<file path="src/shared/sam_pkg.sv">
// Purpose: constants shared by the scale alarm monitor
// Assumes: 200 MHz pclk, APB with 32-bit data
// Notes: alarm vector bit positions are fixed here for status, mask and link flags
`default_nettype none
package sam_pkg;
    // clock
    localparam int CLK_PERIOD_NS = 5;
    // register byte offsets
    localparam logic [7:0] OFS_CTRL = 8'h00;
    localparam logic [7:0] OFS_STATUS = 8'h04;
    localparam logic [7:0] OFS_MASK = 8'h08;
    localparam logic [7:0] OFS_ALARM = 8'h0C;
    localparam logic [7:0] OFS_POSITION = 8'h10;
    localparam logic [7:0] OFS_ZERO = 8'h14;
    localparam logic [7:0] OFS_SIGWIN = 8'h18;
    // ctrl fields
    localparam int CTRL_REINIT_BIT = 0;
    // alarm vector layout: two cautions below six errors
    localparam int AL_SIG_CAUTION = 0;
    localparam int AL_THERMAL = 1;
    localparam int AL_OVERSPEED = 2;
    localparam int AL_INIT = 3;
    localparam int AL_HARDWARE = 4;
    localparam int AL_ABS = 5;
    localparam int AL_COMM = 6;
    localparam int AL_SIG_ERROR = 7;
    localparam int ALARM_W = 8;
    localparam int ALARM_BUSY_BIT = 8;
    // sigwin fields: caution low/high, error low/high, 8 bits each
    localparam int SW_CLO = 0;
    localparam int SW_CHI = 8;
    localparam int SW_ELO = 16;
    localparam int SW_EHI = 24;
    // reset values
    localparam logic [31:0] SIGWIN_RST = 32'hF00A_E020;
    localparam logic [7:0] MASK_RST = 8'h00;
    localparam logic [31:0] ZERO_RST = 32'h0000_0000;
    // thermal caution threshold, degrees C
    localparam logic [7:0] THERMAL_LIMIT_C = 8'h41;
    // over-speed: 8 m/s, expressed in mm/s, checked over a 1 us window
    localparam longint OVERSPEED_MM_S = 8000;
    localparam longint SPEED_WIN_NS = 1000;
    localparam int SPEED_WIN_CYC = int'(SPEED_WIN_NS / CLK_PERIOD_NS);
    // initialization run length in cycles
    localparam int INIT_CYC = 64;
    // reinit request code on the link
    localparam logic [7:0] REINIT_CODE = 8'hA5;
    typedef enum logic [0:0] {ST_INIT, ST_RUN} sam_state_type;
endpackage
`default_nettype wire

</file>
<file path="src/core/sam_monitor.sv">
// Purpose: alarm detection, latching and reporting inside the read head
// Assumes: all sensor and link inputs come from logic on pclk; no resynchronising
// Notes: APB slave answers with no wait states; one level irq from sticky status
//
// Operation
// - with zero mid-range, position grows as the head moves toward its connector.
// - signal-level and heat alarms are cautions, separate from error-class alarms.
// - cautions never latch; they drop by themselves once the cause is gone.
// - errors latch until an explicit error reset or a power cycle.
// - signal caution while level is outside its window; position stays valid.
// - thermal caution while internal temperature exceeds 65 degrees C.
// - latched over-speed error when travel speed reaches or exceeds 8 m/s.
// - latched init error on a fault during the initialization run.
// - latched hardware error when self-diagnosis finds an abnormality.
// - latched absolute error when the absolute tracks do not agree.
// - latched comm error when the internal head-to-connector link fails.
// - latched signal error when level is far enough out to corrupt data.
`timescale 1ns/1ps
`default_nettype none
module sam_monitor #(
    parameter int INIT_CYC = sam_pkg::INIT_CYC,
    parameter int SPEED_WIN_CYC = sam_pkg::SPEED_WIN_CYC,
    parameter int RES_PM = 10
) (
    input wire logic pclk,
    input wire logic presetn,
    input wire logic psel,
    input wire logic penable,
    input wire logic pwrite,
    input wire logic [7:0] paddr,
    input wire logic [31:0] pwdata,
    output logic [31:0] prdata,
    output logic pready,
    output logic pslverr,
    output logic irq,
    input wire logic signed [31:0] head_count,
    input wire logic [7:0] sig_level,
    input wire logic [7:0] temp_c,
    input wire logic init_fault,
    input wire logic selftest_fail,
    input wire logic track_mismatch,
    input wire logic head_link_fail,
    input wire logic link_cmd_valid,
    input wire logic [7:0] link_cmd_code,
    output logic [31:0] link_position,
    output logic [7:0] link_status
);
    localparam int ICW = $clog2(INIT_CYC + 1);
    localparam int WCW = $clog2(SPEED_WIN_CYC + 1);
    // counts travelled in one window at the speed limit
    localparam longint LIM_L = sam_pkg::OVERSPEED_MM_S * longint'(SPEED_WIN_CYC)
        * longint'(sam_pkg::CLK_PERIOD_NS) / longint'(RES_PM);
    localparam logic [31:0] SPEED_LIMIT = LIM_L[31:0];

    // refuse settings the counters cannot serve
    if (INIT_CYC < 1 || SPEED_WIN_CYC < 2 || RES_PM < 1 || LIM_L > 64'h7FFF_FFFF)
    begin : g_bad_param
        $error("sam_monitor: unsupported parameter values");
    end

    typedef struct packed {
        sam_pkg::sam_state_type st;
        logic [ICW-1:0] init_cnt;
        logic [WCW-1:0] win_cnt;
        logic signed [31:0] last_count;
        logic [1:0] caution;
        logic [5:0] err;
        logic [7:0] alarm_prev;
        logic [7:0] sts;
        logic [7:0] mask;
        logic [31:0] zero;
        logic [31:0] sigwin;
        logic [31:0] pos;
        logic [31:0] rdata;
        logic rerr;
        logic [7:0] link_sts;
    } sam_reg_type;

    sam_reg_type r_q;
    sam_reg_type r_d;

    logic wr_acc;
    logic rd_setup;
    logic reinit;
    logic sig_caut_now;
    logic sig_err_now;
    logic therm_now;
    logic win_end;
    logic [31:0] delta;
    logic [31:0] speed_abs;
    logic over_now;
    logic [7:0] alarm_now;
    logic [7:0] cl_lo;
    logic [7:0] cl_hi;
    logic [7:0] el_lo;
    logic [7:0] el_hi;

    // bus decode; register reads are captured in setup so prdata comes from a flop
    assign wr_acc = psel && penable && pwrite;
    assign rd_setup = psel && !penable;
    assign pready = 1'b1;
    assign prdata = r_q.rdata;
    assign pslverr = r_q.rerr;
    assign irq = |(r_q.sts & r_q.mask);
    assign link_position = r_q.pos;
    assign link_status = r_q.link_sts;

    // condition detectors
    assign cl_lo = r_q.sigwin[sam_pkg::SW_CLO +: 8];
    assign cl_hi = r_q.sigwin[sam_pkg::SW_CHI +: 8];
    assign el_lo = r_q.sigwin[sam_pkg::SW_ELO +: 8];
    assign el_hi = r_q.sigwin[sam_pkg::SW_EHI +: 8];
    assign sig_caut_now = (sig_level < cl_lo) || (sig_level > cl_hi);
    assign sig_err_now = (sig_level < el_lo) || (sig_level > el_hi);
    assign therm_now = temp_c > sam_pkg::THERMAL_LIMIT_C;
    assign win_end = r_q.win_cnt == WCW'(SPEED_WIN_CYC - 1);
    assign delta = 32'(head_count - r_q.last_count);
    assign speed_abs = delta[31] ? 32'(-delta) : delta;
    assign over_now = win_end && (speed_abs >= SPEED_LIMIT);
    // error reset either from the link code or from software
    assign reinit = (link_cmd_valid && link_cmd_code == sam_pkg::REINIT_CODE)
        || (wr_acc && paddr == sam_pkg::OFS_CTRL && pwdata[sam_pkg::CTRL_REINIT_BIT]);
    assign alarm_now = {r_q.err, r_q.caution};

    // next-state logic for the whole block
    always_comb
    begin
        logic [5:0] err_set;
        err_set = '0;
        r_d = r_q;
        // position counts up toward the connector: head_count grows away from it
        r_d.pos = 32'(r_q.zero - head_count);
        // cautions track their cause every cycle and never hold
        r_d.caution[0] = sig_caut_now;
        r_d.caution[1] = therm_now;
        // speed window
        if (win_end)
        begin
            r_d.win_cnt = '0;
            r_d.last_count = head_count;
        end
        else
        begin
            r_d.win_cnt = r_q.win_cnt + WCW'(1);
        end
        // initialization run
        case (r_q.st)
            sam_pkg::ST_INIT:
            begin
                err_set[sam_pkg::AL_INIT - 2] = init_fault;
                // speed reference follows the head during init, so a restart far from 0 is no jump
                r_d.last_count = head_count;
                r_d.win_cnt = '0;
                if (r_q.init_cnt == ICW'(INIT_CYC - 1))
                begin
                    r_d.st = sam_pkg::ST_RUN;
                end
                else
                begin
                    r_d.init_cnt = r_q.init_cnt + ICW'(1);
                end
            end
            sam_pkg::ST_RUN:
            begin
                r_d.init_cnt = '0;
            end
            default:
            begin
                r_d.st = sam_pkg::ST_INIT;
            end
        endcase
        err_set[sam_pkg::AL_OVERSPEED - 2] = over_now;
        err_set[sam_pkg::AL_HARDWARE - 2] = selftest_fail;
        err_set[sam_pkg::AL_ABS - 2] = track_mismatch;
        err_set[sam_pkg::AL_COMM - 2] = head_link_fail;
        err_set[sam_pkg::AL_SIG_ERROR - 2] = sig_err_now;
        // errors latch; reinit clears them, but a cause present now sets again
        if (reinit)
        begin
            r_d.err = err_set;
            r_d.st = sam_pkg::ST_INIT;
            r_d.init_cnt = '0;
        end
        else
        begin
            r_d.err = r_q.err | err_set;
        end
        // each alarm source keeps its own flag toward the host
        r_d.link_sts = alarm_now;
        // sticky interrupt status on each alarm rising edge; set beats clear
        r_d.alarm_prev = alarm_now;
        if (wr_acc && paddr == sam_pkg::OFS_STATUS)
        begin
            r_d.sts = r_q.sts & ~pwdata[7:0];
        end
        r_d.sts = r_d.sts | (alarm_now & ~r_q.alarm_prev);
        // register writes
        if (wr_acc)
        begin
            case (paddr)
                sam_pkg::OFS_MASK: r_d.mask = pwdata[7:0];
                sam_pkg::OFS_ZERO: r_d.zero = pwdata;
                sam_pkg::OFS_SIGWIN: r_d.sigwin = pwdata;
                default: r_d.mask = r_d.mask;
            endcase
        end
        // read data and error answer captured in the setup cycle
        if (rd_setup)
        begin
            r_d.rerr = 1'b0;
            case (paddr)
                sam_pkg::OFS_CTRL: r_d.rdata = '0;
                sam_pkg::OFS_STATUS: r_d.rdata = {24'h00_0000, r_q.sts};
                sam_pkg::OFS_MASK: r_d.rdata = {24'h00_0000, r_q.mask};
                sam_pkg::OFS_ALARM:
                    r_d.rdata = {23'h00_0000, r_q.st == sam_pkg::ST_INIT, alarm_now};
                sam_pkg::OFS_POSITION: r_d.rdata = r_q.pos;
                sam_pkg::OFS_ZERO: r_d.rdata = r_q.zero;
                sam_pkg::OFS_SIGWIN: r_d.rdata = r_q.sigwin;
                default:
                begin
                    r_d.rdata = '0;
                    r_d.rerr = 1'b1;
                end
            endcase
        end
    end

    // state register; power-up enters the initialization run
    always_ff @(posedge pclk or negedge presetn)
    begin
        if (!presetn)
        begin
            r_q <= '{st: sam_pkg::ST_INIT, init_cnt: '0, win_cnt: '0, last_count: '0,
                caution: '0, err: '0, alarm_prev: '0, sts: '0, mask: sam_pkg::MASK_RST,
                zero: sam_pkg::ZERO_RST, sigwin: sam_pkg::SIGWIN_RST, pos: '0,
                rdata: '0, rerr: 1'b0, link_sts: '0};
        end
        else
        begin
            r_q <= r_d;
        end
    end
endmodule
`default_nettype wire

</file>
<file path="config.mk">
export PLATFORM = sky130hd
export DESIGN_NAME = sam_monitor
export DESIGN_NICKNAME = d
export VERILOG_FILES = /design/src/shared/sam_pkg.sv /design/src/core/sam_monitor.sv
export SDC_FILE = /design/constraint.sdc
export NUM_CORES = 1
export LEC_CHECK = 0
export BUFFER_PORTS_ARGS = -buffer_cell sky130_fd_sc_hd__buf_2
export CORE_ASPECT_RATIO = 2
export CORE_MARGIN = 1
export CORE_UTILIZATION = 54
export DETAILED_ROUTE_END_ITERATION = 6
export PLACE_DENSITY_LB_ADDON = 0.15
export SETUP_SLACK_MARGIN = 0.1
export SLEW_MARGIN = 20
export SYNTH_ARGS = -nofsm -noshare
export SYNTH_HDL_FRONTEND = slang
export SYNTH_SLANG_ARGS = --single-unit
</file>
<file path="constraint.sdc">
create_clock -name pclk -period 4.05 [get_ports pclk]
set_input_delay 1.0125 -clock pclk [delete_from_list [all_inputs] [get_ports pclk]]
set_output_delay 1.0125 -clock pclk [all_outputs]
set_load 0.03 [all_outputs]
</file>
# Word level (Yosys, flattened, before mapping)
# Index checks and enable logic that the tools add are counted.
[word_totals]
wordCells = 76
inputBits = 106
reg_bits = 209
output_inout_bits = 75
[classes]
n_mux = 14
order_cmp = 6
n_eq_ne = 11
n_reduce_logical = 18
n_bitwise = 8
n_addsub = 5
[ops]
columns = ["operator", "count"]
rows = [
  ["one-hot mux 32 bit (6 select lines)", 1],
  ["2-to-1 mux 32 bit", 2],
  ["subtractor 32 bit", 2],
  ["2-to-1 mux 40 bit", 1],
  [">= comparator 32 x 20 -> 1 bit (second input constant)", 1],
  ["negator 32 bit", 1],
  ["bitwise AND 8 bit", 3],
  ["== test 8 x 5 -> 1 bit (second input constant)", 3],
  ["2-to-1 mux 8 bit", 3],
  ["== test 8 x 4 -> 1 bit (second input constant)", 2],
  ["== test 8 bit (second input constant)", 2],
  ["greater-than comparator 8 bit", 2],
  ["< comparator 8 bit", 2],
  ["inverter 8 bit", 2],
  ["one-hot mux 7 bit (2 select lines)", 1],
  ["adder 8 x 1 -> 8 bit (second input constant)", 1],
  ["== test 8 x 3 -> 1 bit (second input constant)", 1],
  ["greater-than comparator 8 x 7 -> 1 bit (second input constant)", 1],
  ["logical AND 1 bit", 8],
  ["logical NOT 8 bit", 1],
  ["OR 8 bit", 1],
  ["OR reduction 8 bit", 1],
  ["adder 7 x 1 -> 7 bit (second input constant)", 1],
  ["== test 7 x 6 -> 1 bit (second input constant)", 1],
  ["other kinds (11)", 18],
]

# Longest topological paths before layout
# Gate-level depths: netlist of run 1.
[logic_depth]
ltp_word = 7
ltp_mapped = 17
ltp_nobuf = 16

# Worst setup path before layout of run 1
# OpenSTA, ideal clock, no wires.
[synth_timing]
path_type = "input to register"
start = "input head_count[0]"
end = "register r_q (netlist bit alarm_now[2])"
t_required_ps = 3924
path_buffers = 0
t_arrival_ps = 4389
setup_ps = 126
slack_ps = -466
stages = 16
path_cell_list = "inv_1 -> ha_1 -> inv_1 -> fa_1 -> a211oi_2 -> o21ai_2 -> a2111oi_0 -> a311oi_1 -> a21oi_2 -> nand3b_1 -> nor4_2 -> nand2b_1 -> or4b_1 -> a2111o_1 -> a32oi_1 -> o21ai_1"
[synth_lines]
columns = ["item", "line", "rtl"]
rows = [
  ["start: declaration", "sam_monitor.sv:36", "input wire logic signed [31:0] head_count,"],
  ["end signal: assignment", "sam_monitor.sv:234", "r_q <= '{st: sam_pkg::ST_INIT, init_cnt: '0, win_cnt: '0, last_count: '0,"],
  ["end signal: assignment", "sam_monitor.sv:241", "r_q <= r_d;"],
  ["end: declaration", "sam_monitor.sv:79", "sam_reg_type r_q;"],
]

==> impl_metrics.yaml, run 1 <==
hold_path:
  hp-start: "alarm_now[1]"
  hold_path.class: "flip-flop to flip-flop"
  hold_path_depth: 0
  holdPathEnd: "link_status[1]"
layout:
  fin_area_um2: 17000
  n_fill_cell: 2119
  antennaDiodeCount: 0
  syn2layout_area_growth_pct: 22.3
  fin_nets: 2004
  drive_gt1_share_pct: 31.8
worst_setup_path:
  r2r_end: "alarm_now[2]"
  rr_worst_depth: 15
  required_ns: 4.43
  critPathLaunch: "head_count[0]"
  rr_startpoint: "r_q[169]"
  critical_path_peak_fanout: 4
  crit_arrival_ns: 4.56
  r2r_setup_slack_ns: 0.11
  start_kind: "input pin"
  critical_path_class: "input pin to flip-flop"
  setup.worst_path.end_class: "flip-flop"
grt:
  grt_pass1_wl_mm: 64.4
  grt_max_degree: 83
  antenna_found_initial: 0
  grt_pass1_vias: 12800
  overflow: 0
  track_usage_pct: 31.6
sta:
  hold_violations: 0
  slew_headroom_pct: 56.5
  tns_ns: -0.123
  setup_violations: 1
  max_freq_mhz: 240
  post-route-min-period_ns: 4.17
  fin_worst_skew_ns: 0.0141
  finalCritPeriodShare_pct: 103
  hold_ws_ns: 0.410
  fin_ws_ns: -0.123
  tightestPinTransition_ns: 0.649
  rsz0062_at_grt: "true"
  slew_viol_final: 0
floorplan:
  io_pins: 181
  coreArea_um2: 25200
  rows: 82
  die_area_um2: 26500
  fp.dieH_um: 229
  initial_core_util_pct: 55.2
  die_w_um: 116
power_and_ir_drop:
  p_int_w: 0.00526
  p_sw_w: 0.00313
  seq_power_share_pct: 28.4
  cellLeakagePower_nw: 8.43
  powerDensity_nw_per_um2: 492
  peakVddDrop_mv: 0.565
  pwr-share-comb_pct: 48.4
  p_sw_share_pct: 37.3
  pwr-share-clk_pct: 23.3
place:
  port_buffers: 178
  place_congestion: 0.911
  dpl_cell_area_um2: 16200
  hpwl_mm: 32.5
routing:
  post_drt_wl_per_cell_um: 18.9
  vias: 12400
  dr.pass1.iters: 7
  finalWirelength_mm: 40.7
  ant_nets: 0
  drc_errors: 17
  drt_iter0_drc: 643
  avgViaCountPerCell: 5.76
clock_network:
  clock_latency_ns: 0.51
  hold_buffers: 0
  cts_sinks: 209
  cts_inserted_buffers: 21
  cts_max_level: 1
  clockBufferDepth: 3
  cts_tree: "done"
  cts_root_buffer: "clkbuf_16"
  path_clk_slew_ns: 0.07
logic_synthesis:
  synth_nets: 1713
  synth-main-ff-cell: "dfrtp_1"
  netlist_area_um2: 13900
  ys_seq_elements: 209
  ys_types: 91
  yosys_warnings: 0
  syn-instance-count: 1510
  synth_edf_count: 0
  postSynth.asyncResetShare_pct: 100
  synth-seq-area-share_pct: 37.6
  syn-mean-instance-area_um2: 9.23
job:
  maxCapViolations: 0
status:
  outcome: "complete, but fails checks"
  violations: "DRC, setup timing"
-- registers in the layout, summed over array words and instances, names as in the netlist --
signal         flops
el_lo              8
cl_lo              8
r_q               96
prdata            32
cl_hi              8
link_position     32
alarm_now          8
link_status        8
el_hi              8
pslverr            1
-- power by group through the flow --
stage	sequential, W	clock (W)	combinational (W)
4_1_cts	0.00238	0.00199	0.00399
3_5_place_dp	0.00242	0	0.00390
5_1_grt	0.00240	0.00207	0.00445
3_3_place_gp	0.00241	0	0.00384
2_1_floorplan	0.00238	0	0.00226
6_report	0.00238	0.00195	0.00406
-- synth_stat cells (all sizes together) (22+ instances only) --
library cell | n | area share (%)
nand3 | 42 | 1.5
nor2 | 74 | 2.0
a21o | 36 | 1.9
mux2 | 76 | 6.1
inv | 130 | 3.5
xnor2 | 22 | 1.4
dfrtp | 199 | 36
nand2 | 139 | 3.7
xor2 | 25 | 1.6
ha | 95 | 8.5
a22oi | 28 | 1.5
clkbuf | 35 | 0.94
a21oi | 73 | 2.6
buf | 91 | 4.6
o21ai | 124 | 4.5
a222oi | 23 | 1.7
-- worst max path at each step --
stage	to	cells past startpoint	slack [ns]
after floorplan	alarm_now[2]	16	-0.41
after global placement	alarm_now[2]	17	-0.81
after detailed placement	alarm_now[2]	17	-0.96
after CTS	alarm_now[2]	15	-0.11
after global routing	alarm_now[2]	15	-0.31
final	alarm_now[2]	17	-0.12
-- critical path, cell delays in order --
cell      delay (ns)
buf_6           0.11
inv_12          0.04
ha_4            0.12
inv_2           0.03
fa_2            0.36
a211oi_4        0.36
o21ai_4         0.12
a31oi_4         0.29
o21ai_2         0.10
a2111o_1        0.38
nand3_2         0.10
and3b_2         0.24
nand4b_4        0.12
or4b_1          0.49
a2111o_1        0.37
a32oi_1         0.18
o21ai_1         0.10
-- layout by cell type (no fill, tap or decap), types with 6 or more instances in the layout --
master     netlist  routed
o21ai_1          7       9
a21oi_1         72      71
a222oi_1        23      23
a31oi_1         19      18
a211oi_1         7       7
clkbuf_16        0      21
nor3_1          20      19
or4_1            8       8
o21ai_0        115     110
dfstp_2         10      10
inv_1          130     128
or3_1            8       8
ha_1            95      94
or2_2            9       9
a21boi_0        12      10
buf_2            6     176
buf_4           74     213
nand2b_1        19      19
nand2_1        139     137
and2_1           9       9
dfrtp_1        199     199
nor2b_1         14      14
and3_1          15      15
a41oi_1         11      10
a22oi_1         28      28
a21o_1          36      36
nand4_1         12      12
o21a_1           9       9
nand3_1         42      41
mux2_2          76      76
xor2_1          25      24
o211a_1          7       6
nor2_1          74      72
xnor2_1         22      21
-- cell type report --
type	instances	area, um2	area share [%]
clock inverter	13	129	0.756
timing repair buffer	394	2560	15.0
inverter	130	500	2.94
clock buffer	24	557	3.27
sequential	209	5240	30.7
tap	336	420	2.47
multi-input combinational	1045	7630	44.8
-- metal layers --
metal	routed length [um]	global-route usage, %	up-vias
met5	0	0	-
met4	2640	20.1	0
met3	1550	2.67	130
met2	22300	59.4	367
met1	14200	32.5	5952
li1	-	-	5947
-- kinds of logic after synthesis --
| family | share of synthesized area [%] |
|---|---|
| compound gates | 21.0 |
| simple gates | 14.3 |
| buf+inv | 9.00 |
| flops | 37.6 |
| fa+ha+maj | 8.82 |
| mux | 6.28 |
| xor+xnor | 2.95 |
| other cells | 0.0269 |
-- through the flow --
step / setup WS [ns] / power, W / util (%) / std cells
final: -0.123 / 0.00839 / 67.5 / 2151
after global routing: -0.312 / 0.00891 / 67.5 / 2151
after CTS: -0.111 / 0.00836 / 67.2 / 2147
after detailed placement: -0.962 / 0.00631 / 64.1 / 2108
after global placement: -0.805 / 0.00626 / 64.1 / 2108
after floorplan: -0.405 / 0.00463 / - / 1510
-- repair_timing --
action,CTS,global route
endpoints found under the setup margin,5,6
pin swaps,12,13
setup buffers,2,4
gates resized for setup,15,18
No activity file was read; power rests on OpenSTA's default activity.
==> run 2, diff against run 1 <==
Settings changed: CORE_MARGIN 1 to 3.
==> impl_metrics.yaml, run 2 (same netlist as run 1, synthesis figures left out) <==
status:
  outcome: "complete, but fails checks"
  violations: "setup timing"
sta:
  slew_viol_final: 0
  post-route-min-period_ns: 4.26
  fin_worst_skew_ns: 0.0169
  fin_ws_ns: -0.205
  hold_violations: 0
  tns_ns: -0.205
  rsz0062_at_grt: "true"
  setup_violations: 1
  tightestPinTransition_ns: 0.860
  slew_headroom_pct: 42.7
  max_freq_mhz: 235
  finalCritPeriodShare_pct: 105
place:
  place_ws_ns: -0.812
  place_congestion: 0.941
  port_buffers: 178
  hpwl_mm: 33.1
  dpl_cell_area_um2: 16200
  placedCellCount: 2106
routing:
  finalWirelength_mm: 41.6
  ant_nets: 0
  drc_errors: 0
  drt_iter0_drc: 674
  post_drt_wl_per_cell_um: 19.3
  vias: 12400
  avgViaCountPerCell: 5.76
  dr.pass1.iters: 7
power_and_ir_drop:
  p_sw_w: 0.00311
  seq_power_share_pct: 28.7
  p_sw_share_pct: 37.5
  pwr-share-clk_pct: 22.9
  pwr-share-comb_pct: 48.5
  fin_total_pwr_w: 0.00830
  powerDensity_nw_per_um2: 488
  cellLeakagePower_nw: 8.45
  peakVddDrop_mv: 0.556
  p_int_w: 0.00519
worst_setup_path:
  critical_path_class: "input pin to flip-flop"
  setup.worst_path.end_class: "flip-flop"
  critical_path_peak_fanout: 4
  crit_arrival_ns: 4.64
  start_kind: "input pin"
  required_ns: 4.44
clock_network:
  clockBufferDepth: 3
  cts_root_buffer: "clkbuf_16"
  cts_inserted_buffers: 21
  cts_tree: "done"
  cts_max_level: 1
  path_clk_slew_ns: 0.07
  clock_latency_ns: 0.51
  cts_sinks: 209
hold_path:
  hold_path.class: "flip-flop to flip-flop"
layout:
  final_common_cell: "buf_4"
  stdcell_count: 2153
  final_cell_mix: "214 x buf_4, 199 x dfrtp_1, 176 x buf_2"
  fin_nets: 2004
  n_fill_cell: 2096
  largest_reg_flops: 96
  syn2layout_area_growth_pct: 22.1
  drive_gt1_share_pct: 31.7
  fin_area_um2: 17000
  top_register: "r_q"
floorplan:
  die_w_um: 120
  die_area_um2: 27900
  io_pins: 181
  fp.dieH_um: 233
  coreArea_um2: 25200
  rows: 82
  initial_core_util_pct: 55.2
grt:
  grt_pass1_wl_mm: 65.0
  antenna_found_initial: 3
  overflow: 0
  track_usage_pct: 29.4
  grt_max_degree: 102
  grt_pass1_vias: 12800
job:
  maxCapViolations: 0
-- run 2: worst max-delay path, stage by stage --
cell and delay (ns):
buf_4 0.14, inv_12 0.05, ha_4 0.11, inv_2 0.03, fa_2 0.37, a211oi_4 0.37, o21ai_4 0.15, a2111oi_4 0.30
a311oi_1 0.09, a21oi_2 0.28, nand3b_1 0.20, nor4_4 0.21, nand2b_1 0.12, or4b_1 0.53, a2111o_1 0.38, a32oi_1 0.18
o21ai_1 0.10
-- run 2: what timing repair did --
action / in CTS / in global routing
pin swaps: 12 / 10
setup buffers: 5 / 3
hold buffers: 0 / 0
gates resized for setup: 14 / 15
hold endpoints to repair: 0 / 0
endpoints found under the setup margin: 4 / 9
-- run 2: final timing paths --
| path | slack (ns) | start | cells past startpoint | to |
|---|---|---|---|---|
| min reg2reg | 0.42 | alarm_now[0] | 0 | link_status[0] |
| max | -0.21 | head_count[0] | 17 | alarm_now[2] |
| max in group asynchronous | 2.53 | presetn | 2 | el_hi[6] |
| min | 0.42 | alarm_now[0] | 0 | link_status[0] |
| min in group asynchronous | 0.59 | presetn | 1 | r_q[151] |
| max reg2reg | 0.05 | r_q[169] | 15 | alarm_now[2] |
-- run 2: layout make-up --
| cell class | count | area, um2 | share of cell area, % |
|---|---|---|---|
| repair buffers | 394 | 2560 | 15.0 |
| flip-flops and latches | 209 | 5240 | 30.8 |
| clock inverters | 13 | 113 | 0.662 |
| well taps | 336 | 420 | 2.47 |
| multi-input cells | 1045 | 7630 | 44.8 |
| clock buffers | 24 | 547 | 3.21 |
| inverters | 130 | 500 | 2.94 |
| diodes | 2 | 5.00 | 0.0294 |
-- run 2: metrics by stage --
| step | hold slack, ns | utilization (%) |
|---|---|---|
| CTS | 0.419 | 67.1 |
| global placement | 0.396 | 64.0 |
| floorplan | 0.375 | - |
| global route | 0.422 | 67.4 |
| detailed placement | 0.401 | 64.0 |
| finish | 0.421 | 67.4 |
-- run 2: power by group through the flow --
stage	Sequential [W]	Clock (W)	Combinational (W)
4_1_cts	0.00238	0.00192	0.00396
2_1_floorplan	0.00238	0	0.00226
3_3_place_gp	0.00241	0	0.00380
5_1_grt	0.00239	0.00202	0.00440
3_5_place_dp	0.00241	0	0.00386
6_report	0.00238	0.00190	0.00402
-- run 2: metal layers --
| metal | part of all wire, % | GRT usage [%] | vias to the layer above |
|---|---|---|---|
| li1 | - | - | 5951 |
| met1 | 35 | 30.0 | 6034 |
| met2 | 57 | 60.0 | 335 |
| met3 | 3.9 | 2.96 | 81 |
| met4 | 3.7 | 11.0 | 2 |
| met5 | 0.041 | 0 | - |
